**config.mk**
```make
export PLATFORM = sky130hd
export DESIGN_NAME = asrc_ctrl
export DESIGN_NICKNAME = d
export VERILOG_FILES = /design/src/hw/asrc_pkg.sv /design/src/hw/asrc_ctrl.sv /design/src/hw/asrc_sync.sv
export SDC_FILE = /design/constraint.sdc
export NUM_CORES = 1
export LEC_CHECK = 0
export BUFFER_PORTS_ARGS = -buffer_cell sky130_fd_sc_hd__buf_2
export CORE_MARGIN = 2
export CORE_UTILIZATION = 25
export CTS_BUF_LIST = sky130_fd_sc_hd__clkbuf_8
export DETAILED_ROUTE_END_ITERATION = 7
export GPL_ROUTABILITY_DRIVEN = 0
export GPL_TIMING_DRIVEN = 0
export PLACE_DENSITY = 0.57
export SYNTH_ARGS = -nofsm -noshare
export SYNTH_HDL_FRONTEND = slang
export SYNTH_SLANG_ARGS = --single-unit
```
**constraint.sdc**
```tcl
create_clock -name CLK -period 5.9 [get_ports CLK]
set_clock_uncertainty 0.05 [all_clocks]
set_input_delay 0 -clock CLK [delete_from_list [all_inputs] [get_ports CLK]]
set_output_delay 0 -clock CLK [all_outputs]
set_load 0.005 [all_outputs]
```
**src/hw/asrc_pkg.sv**
```systemverilog
package asrc_pkg;
   localparam int ADDR_W = 19;
   localparam int DATA_W = 8;
   localparam int DEPTH = 524288;
   localparam int CLK_PERIOD_NS = 10;
   // write strobe overlap minimums, output enable held high during writes
   localparam int T_WP_NS = 7;
   localparam int T_CW_NS = 7;
   localparam int T_AW_NS = 7;
   localparam int T_DW_NS = 5;
   localparam int T_WR_NS = 0;
   localparam int T_DH_NS = 0;
   localparam int T_RC_NS = 10;
   localparam int T_WC_NS = 10;
   localparam int T_AA_NS = 10;
   localparam int T_CO_NS = 10;
   localparam int T_HZ_NS = 5;
   localparam int WP_CYC = (T_WP_NS + CLK_PERIOD_NS - 1) / CLK_PERIOD_NS;
   localparam int ACC_CYC = (T_AA_NS + CLK_PERIOD_NS - 1) / CLK_PERIOD_NS;
   localparam int HZ_CYC = (T_HZ_NS + CLK_PERIOD_NS - 1) / CLK_PERIOD_NS;
   localparam int CNT_W = 4;
   typedef enum logic [2:0] {
      ASRC_IDLE, ASRC_WSET, ASRC_WPULSE, ASRC_WEND,
      ASRC_RACC, ASRC_RCAP, ASRC_RFLOAT
   } asrc_state_t;
endpackage : asrc_pkg

```
**src/hw/asrc_ctrl.sv**
```systemverilog
`timescale 1ns/100ps
module asrc_ctrl
   import asrc_pkg::*;
#(
   parameter int WP_CYCLES = WP_CYC,
   parameter int ACC_CYCLES = ACC_CYC
) (
   // clock and reset
   input wire logic CLK,
   input wire logic NRST,
   // user request
   input wire logic REQ,
   input wire logic REQ_WRITE,
   input wire logic [asrc_pkg::ADDR_W-1:0] REQ_ADDR,
   input wire logic [asrc_pkg::DATA_W-1:0] REQ_WDATA,
   output logic REQ_READY,
   output logic RD_VALID,
   output logic [asrc_pkg::DATA_W-1:0] RD_DATA,
   // memory pins
   output logic [asrc_pkg::ADDR_W-1:0] WORD_ADDRESS,
   output logic CHIP_SELECT_N,
   output logic WRITE_ENABLE_N,
   output logic OUTPUT_ENABLE_N,
   input wire logic [asrc_pkg::DATA_W-1:0] SHARED_DATA_LINES_I,
   output logic [asrc_pkg::DATA_W-1:0] SHARED_DATA_LINES_O,
   output logic SHARED_DATA_LINES_OE_N
);
   import asrc_pkg::*;

   asrc_state_t state_q, state_d;
   logic [CNT_W-1:0] cnt_q, cnt_d;
   logic [ADDR_W-1:0] addr_q, addr_d;
   logic [DATA_W-1:0] wdat_q, wdat_d;
   logic cs_n_q, cs_n_d;
   logic we_n_q, we_n_d;
   logic oe_n_q, oe_n_d;
   logic doe_n_q, doe_n_d;
   logic rdy_q, rdy_d;
   logic rv_q, rv_d;
   logic [DATA_W-1:0] rdat_q, rdat_d;
   logic [DATA_W-1:0] din_s;

   // data pins are asynchronous to CLK; sampled only after access time
   asrc_sync #(.W(DATA_W)) u_sync (
      .clk(CLK),
      .nrst(NRST),
      .d(SHARED_DATA_LINES_I),
      .q(din_s)
   );

   always_comb begin
      state_d = state_q;
      cnt_d = cnt_q;
      cs_n_d = cs_n_q;
      we_n_d = we_n_q;
      oe_n_d = oe_n_q;
      doe_n_d = doe_n_q;
      rdy_d = rdy_q;
      unique case (state_q)
         ASRC_IDLE: begin
            if (REQ && rdy_q) begin
               rdy_d = 1'b0;
               cs_n_d = 1'b0;
               if (REQ_WRITE) begin
                  oe_n_d = 1'b1;
                  doe_n_d = 1'b0;
                  state_d = ASRC_WSET;
               end else begin
                  we_n_d = 1'b1;
                  doe_n_d = 1'b1;
                  state_d = ASRC_RACC;
                  cnt_d = CNT_W'(ACC_CYCLES);
               end
            end
         end
         ASRC_WSET: begin
            // chip select already low, so the write starts on this fall
            we_n_d = 1'b0;
            cnt_d = CNT_W'(WP_CYCLES);
            state_d = ASRC_WPULSE;
         end
         ASRC_WPULSE: begin
            // address and data frozen during the overlap
            if (cnt_q <= CNT_W'(1)) begin
               we_n_d = 1'b1;
               state_d = ASRC_WEND;
            end else begin
               cnt_d = cnt_q - CNT_W'(1);
            end
         end
         ASRC_WEND: begin
            // data and address held one cycle past write end
            cs_n_d = 1'b1;
            doe_n_d = 1'b1;
            rdy_d = 1'b1;
            state_d = ASRC_IDLE;
         end
         ASRC_RACC: begin
            oe_n_d = 1'b0;
            // two extra cycles absorb the synchroniser
            if (cnt_q == '0) begin
               cnt_d = CNT_W'(2);
               state_d = ASRC_RCAP;
            end else begin
               cnt_d = cnt_q - CNT_W'(1);
            end
         end
         ASRC_RCAP: begin
            if (cnt_q <= CNT_W'(1)) begin
               cs_n_d = 1'b1;
               oe_n_d = 1'b1;
               state_d = ASRC_RFLOAT;
            end else begin
               cnt_d = cnt_q - CNT_W'(1);
            end
         end
         ASRC_RFLOAT: begin
            // bus turnaround: memory floats before we may drive again
            rdy_d = 1'b1;
            state_d = ASRC_IDLE;
         end
         default: begin
            state_d = ASRC_IDLE;
         end
      endcase
   end

   always_ff @(posedge CLK or negedge NRST) begin
      if (!NRST) begin
         state_q <= ASRC_IDLE;
         cnt_q <= '0;
         cs_n_q <= 1'b1;
         we_n_q <= 1'b1;
         oe_n_q <= 1'b1;
         doe_n_q <= 1'b1;
         rdy_q <= 1'b1;
      end else begin
         state_q <= state_d;
         cnt_q <= cnt_d;
         cs_n_q <= cs_n_d;
         we_n_q <= we_n_d;
         oe_n_q <= oe_n_d;
         doe_n_q <= doe_n_d;
         rdy_q <= rdy_d;
      end
   end

   // address and data change only on an accepted request
   always_comb begin
      addr_d = addr_q;
      wdat_d = wdat_q;
      if (state_q == ASRC_IDLE && REQ && rdy_q) begin
         // set on the edge chip select falls, one cycle before write or output enable falls
         addr_d = REQ_ADDR;
         wdat_d = REQ_WDATA;
      end
   end

   always_ff @(posedge CLK or negedge NRST) begin
      if (!NRST) begin
         addr_q <= '0;
         wdat_q <= '0;
      end else begin
         addr_q <= addr_d;
         wdat_q <= wdat_d;
      end
   end

   // capture once the synchroniser has settled the data pins
   always_comb begin
      rv_d = 1'b0;
      rdat_d = rdat_q;
      if (state_q == ASRC_RCAP && cnt_q <= CNT_W'(1)) begin
         rdat_d = din_s;
         rv_d = 1'b1;
      end
   end

   always_ff @(posedge CLK or negedge NRST) begin
      if (!NRST) begin
         rv_q <= 1'b0;
         rdat_q <= '0;
      end else begin
         rv_q <= rv_d;
         rdat_q <= rdat_d;
      end
   end

   always_comb begin
      WORD_ADDRESS = addr_q;
      CHIP_SELECT_N = cs_n_q;
      WRITE_ENABLE_N = we_n_q;
      OUTPUT_ENABLE_N = oe_n_q;
      SHARED_DATA_LINES_O = wdat_q;
      SHARED_DATA_LINES_OE_N = doe_n_q;
      REQ_READY = rdy_q;
      RD_VALID = rv_q;
      RD_DATA = rdat_q;
   end
endmodule : asrc_ctrl

```
**src/hw/asrc_sync.sv**
```systemverilog
`timescale 1ns/100ps
module asrc_sync #(
   parameter int W = 8
) (
   input wire logic clk,
   input wire logic nrst,
   input wire logic [W-1:0] d,
   output logic [W-1:0] q
);
   logic [W-1:0] s1_q;
   logic [W-1:0] s1_d;
   logic [W-1:0] q_d;

   always_comb begin
      s1_d = d;
      q_d = s1_q;
   end

   // first stage feeds only the second
   always_ff @(posedge clk or negedge nrst) begin
      if (!nrst) begin
         s1_q <= '0;
         q <= '0;
      end else begin
         s1_q <= s1_d;
         q <= q_d;
      end
   end
endmodule : asrc_sync

```
### Yosys cells after proc, flatten, opt, wreduce, memory -nomap -nowiden

Index checks and enable logic that the tools add are counted.

* bits of input ports: 39
* logic and storage cells: 74
* output and inout port bits: 41
* bits in registers: 64

* reductions and logical operators: 21
* multiplexer cells: 25
* add/subtract/negate cells: 1
* equality and inequality tests: 13
* order comparisons: 1

Operators with widths (number)
* $mux W4: 4
* $pmux W4 S4: 1
* $reduce_and A4 Y1: 4
* $mux W3: 5
* $pmux W3 S5: 1
* $ne A2 B2 Y1 const B: 7
* $eq A3 B3 Y1 const B: 3
* $mux W1: 9
* $pmux W1 S3: 3
* $reduce_bool A3 Y1: 3
* $eq A3 B2 Y1 const B: 2
* $le A4 B1 Y1 const B: 1
* $logic_and A1 B1 Y1: 4
* $logic_not A4 Y1: 1
* $pmux W1 S2: 2
* $reduce_and A2 Y1: 2
* $reduce_bool A2 Y1: 2
* $reduce_bool A4 Y1: 1
* $reduce_or A2 Y1: 2
* $sub A4 B1 Y4 const B: 1
* $eq A3 B1 Y1 const B: 1
* $logic_not A3 Y1: 1
* $reduce_and A3 Y1: 1

### Depth between registers and ports, before layout

* depth after elaboration: 4
* depth in mapped cells: 8
* gate-level depth less buffers: 7

### Cells and area by module

A second synthesis with hierarchy kept.

* cell total of the unflattened synthesis: 184
* area total of the unflattened synthesis: 2568.7 µm²

Modules (own cells, without submodules)
* asrc_ctrl: cells an instance 168, instances 1, seq. area each 1207.4 µm², area an instance 2168.3 µm²
* asrc_sync: cells an instance 16, instances 1, seq. area each 400.4 µm², area an instance 400.4 µm²

### Worst setup path before layout

No wires, ideal clock.

* kind: register to register
* from: register cnt_q[0]
* to: register rdat_q[0] (netlist: RD_DATA[0])
* path slack: 3.905 ns
* path buffers: 1
* cell stages (with the launch flop): 8
* data arrival time: 1.820 ns
* clock period less this slack: 1.995 ns
* library setup time: 0.125 ns
* data required time: 5.725 ns
* cell sequence: dfrtp_1 > inv_1 > ha_1 > nor2_1 > or3_1 > buf_6 > nor3_4 > mux2_2

* longest elaborated chain between the ends: 2

Ends and longest elaborated chain
* start: declaration: RTL line asrc_ctrl.sv:31 `logic [CNT_W-1:0] cnt_q, cnt_d;`
* start signal: assignment: RTL line asrc_ctrl.sv:139 `cnt_q <= cnt_d;`
* $le A4 B1 Y1: RTL line asrc_ctrl.sv:173 `if (state_q == ASRC_RCAP && cnt_q <= CNT_W'(1)) begin`
* $logic_and A1 B1 Y1: RTL line asrc_ctrl.sv:173
* end signal: assignment: RTL line asrc_ctrl.sv:185 `rdat_q <= rdat_d;`
* end: declaration: RTL line asrc_ctrl.sv:40 `logic [DATA_W-1:0] rdat_q, rdat_d;`

Every way passes these cells.
A chain may end at the register's enable or synchronous reset.

### Final worst setup path

* from: register cnt_q[0]
* to: register rdat_q[3] (netlist: RD_DATA[3])

The elaborated chain is that of the path after synthesis.

==> summary.md <==
| Metric | Value |
|---|---|
| Post-Syn Nets | around 230 |
| Placed Cells | 396 |
| Number of global-route vias before repair | 1903 |
| Post-CTS sizing | 0 |
| Starting Density | 25.8% |
| Clk slew on worst S/H paths | 80 ps |
| Max stage delay on crit path | 420 ps |
| EDFF count, synth | 0 |
| Leakage | between 1.5 and 2 nW |
| Hold Crit Class | input pin to asynchronous set/reset pin |
| Initial DRC count | 130 |
| Hold bufs inserted after CTS | 38 |
| NetSw | roughly 0.00054 W |
| Root Buffer | clkbuf_8 |
| Relative slew slack | a little under half |
| Cell depth of the worst setup path | 7 |
| CTS tree | done |
| Final Hold Viols | 0 |
| Initial antenna violation count | 0 |
| Final #Nets | 354 |
| Vias post-DR | ~1900 |
| Setup crit start kind | flop |
| Diode count | 0 |
| Io pins | 80 |
| Die Wd | 105 um |
| Number of fill cells | 985 |
| Critical setup path kind | flop to flop |
| Clk sinks | 64 |
| Layout Cells excl Fill | between 400 and 500 |
| Seq cells post-synth | 64 |
| Int Pwr | approximately 0.0011 W |
| Num CTS Buffers | 9 |
| Final antenna-violating net count | 0 |
| CTS max path bufs | 2 |
| Syn avg cell area | 13.7 um^2 |
| Final hold slack | roughly 230 ps |
| Cell depth of the worst flop-to-flop path | 7 |
| Final period demand of the worst path | ~2200 ps |
| CTS H-tree lvls | 3 |
| Largest net degree at the start of global routing | 65 |
| DP Worst Slack | 3660 ps |
| RSZ-0062 raised after global routing | false |
| Fin crit share | between 30% and 40% |
| Worst path bufs/invs | 2 |
| Via density | around 4.3 |
| Final Worst Setup Slack | ~3700 ps |
| VDD IR-drop max | 0.130 mV |
| DIE AREA | approximately 11000 um^2 |
| Gr ovfl total | 0 |
| Synth unique cells | 35 |
| Data arrival, critical path | 2390 ps |
| Most used DFF post-synth | dfrtp_1 |
| Area Growth Syn to Fin | 46.2% |
| Setup repair bufs after CTS | 0 |
| Synth async-reset ratio | 100% |
| Max Slew Vio Count | 0 |
| Ys Warns | 0 |
| Fraction of layout cells with a size suffix above 1 | 44.5% |
| FMAX | 451 MHz |
| Power share of the sequential group | 41.0% |
| Power share of the combinational group | between 30 and 40% |
| Mapped cell area | 2530 um^2 |
| GRT Total Usage | approximately 11% |
| I/O Buffers | 79 |
| PwrDens | 453 nW/um^2 |
| Final setup viols | 0 |
| Post-Route WL | 5.76 mm |
| Pre-antenna DRT Iters | 4 |
| Max cap viols | 0 |
| Die H | ~100 um |
| Worst path slowest cell | dfrtp_1 |
| Outcome | completed |
| CP Capture Type | flop |
| Switching Share | 32.2% |
| Worst path cell trace | inv_1 -> ha_1 -> nor2_1 -> or3_1 -> buf_6 -> nor3_4 -> mux2_2 |
| Drt wl/cell | 12.8 um |
| Peak fanout along the critical path | 9 |
| Setup TNS | 0 ps |
| Worst-Skew Late Latency | 340 ps |
| Cells after Synth | 184 |
| Worst slew pin tran | 822 ps |
| Cell family with most CP delay | simple AND/OR/NAND/NOR gates |
| Global-route wire length before repair | 9.52 mm |
| Clk pwr share | 25.2% |
| DRC viols | 0 |
| # rows | 36 |
| Register area share after synthesis | 63.6% |
| Core Region | 9820 um^2 |
| Worst path required time | 6070 ps |
| Detailed placement HPWL | 3.66 mm |
-- through the flow --
stage	total power (W)	cell area (um^2)	utilization [%]
after floorplan	0.00102	2530	-
after global placement	0.00123	3090	31.5
after detailed placement	0.00124	3090	31.5
after CTS	0.00170	3700	37.7
after global routing	0.00181	3700	37.7
final	0.00168	3700	37.7
-- kinds of logic after synthesis --
family / count (synthesis) / synth area share, %
buffers and inverters: 14 / 3.02
AOI/OAI and AO/OA: 36 / 9.25
DFF: 64 / 63.6
muxes: 36 / 16.0
and+or+nand+nor: 31 / 6.73
adders and majority gates: 3 / 1.48
-- cells in the mapped netlist, types with 2 or more instances --
cell type  number  share of area (%)
a21oi_1         6                1.2
a211oi_1        2               0.59
o31ai_1         2               0.59
inv_1           6               0.89
a2bb2oi_1       2               0.69
nand2_1        10                1.5
a21o_1          3               0.89
nor2_1          7                1.0
mux2_2         35                 16
dfstp_2         5                5.2
buf_6           3                1.3
nand2b_1        4               0.99
dfrtp_1        59                 58
o21ai_0        12                2.4
o22ai_1         2               0.49
clkbuf_1        4               0.59
ha_1            3                1.5
nor3_1          2               0.40
-- cells in the final DEF (no fill, tap or decap), drive strengths merged, types with 2 or more instances in the layout --
master and n:
bufinv 2, clkinv 2, a21o 3, a2bb2oi 2
clkbuf 13, o31ai 2, nor3 3, inv 9
a21oi 6, nand2 10, dfstp 5, dlygate4sd3 38
nand2b 4, a211oi 2, ha 3, o21ai 12
dfrtp 59, buf 83, o22ai 2, mux2 35
nor2 7
-- worst paths after layout --
check | startpoint | endpoint | slack (ps)
min in group CLK | SHARED_DATA_LINES_I[7] | u_sync.q_d[7]$_DFF_PN0_ | 250
hold reg to reg | u_sync.q_d[3]$_DFF_PN0_ | u_sync.q[3]$_DFF_PN0_ | 290
hold / removal | NRST | RD_DATA[2]$_DFFE_PN0P_ | 230
max in group asynchronous | NRST | SHARED_DATA_LINES_O[4]$_DFFE_PN0P_ | 5000
setup reg to reg | cnt_q[0]$_DFFE_PN0P_ | RD_DATA[3]$_DFFE_PN0P_ | 3680
setup / recovery | cnt_q[0]$_DFFE_PN0P_ | RD_DATA[3]$_DFFE_PN0P_ | 3680
-- registers in the layout, indices dropped and copies added (netlist names) --
register                count
CHIP_SELECT_N               1
OUTPUT_ENABLE_N             1
RD_DATA                     8
RD_VALID                    1
REQ_READY                   1
SHARED_DATA_LINES_O         8
SHARED_DATA_LINES_OE_N      1
WORD_ADDRESS               19
WRITE_ENABLE_N              1
cnt_q                       4
state_q                     3
u_sync.q                    8
u_sync.q_d                  8
-- power groups by stage --
stage | Clock, W | Combinational [W] | Sequential [W]
3_5_place_dp | 0 | 0.000552 | 0.000692
3_3_place_gp | 0 | 0.000542 | 0.000687
5_1_grt | 0.000462 | 0.000639 | 0.000706
4_1_cts | 0.000441 | 0.000572 | 0.000686
2_1_floorplan | 0 | 0.000327 | 0.000694
6_report | 0.000422 | 0.000567 | 0.000687
-- routing by layer --
metal  GRT usage (%)  wire length (um)  up-vias  part of all wire, %
met5               0                 0        -                    0
met4            5.52               108        0                  1.9
met3            3.12               270        9                  4.7
met2            18.8              2920       54                   51
met1            13.0              2460      950                   43
li1                -                 -      906                    -
-- area by class of cell --
class	count	area, um^2	area share [%]
Multi-Input combinational cell	106	846	22.9
Clock buffer	9	124	3.35
Sequential cell	64	1610	43.5
Timing Repair Buffer	117	778	21.0
Inverter	6	22.5	0.609
Tap cell	133	166	4.50
Buffer	8	53.8	1.45
Clock inverter	7	100	2.71
Note: power is estimated with default switching activity, not from simulation.
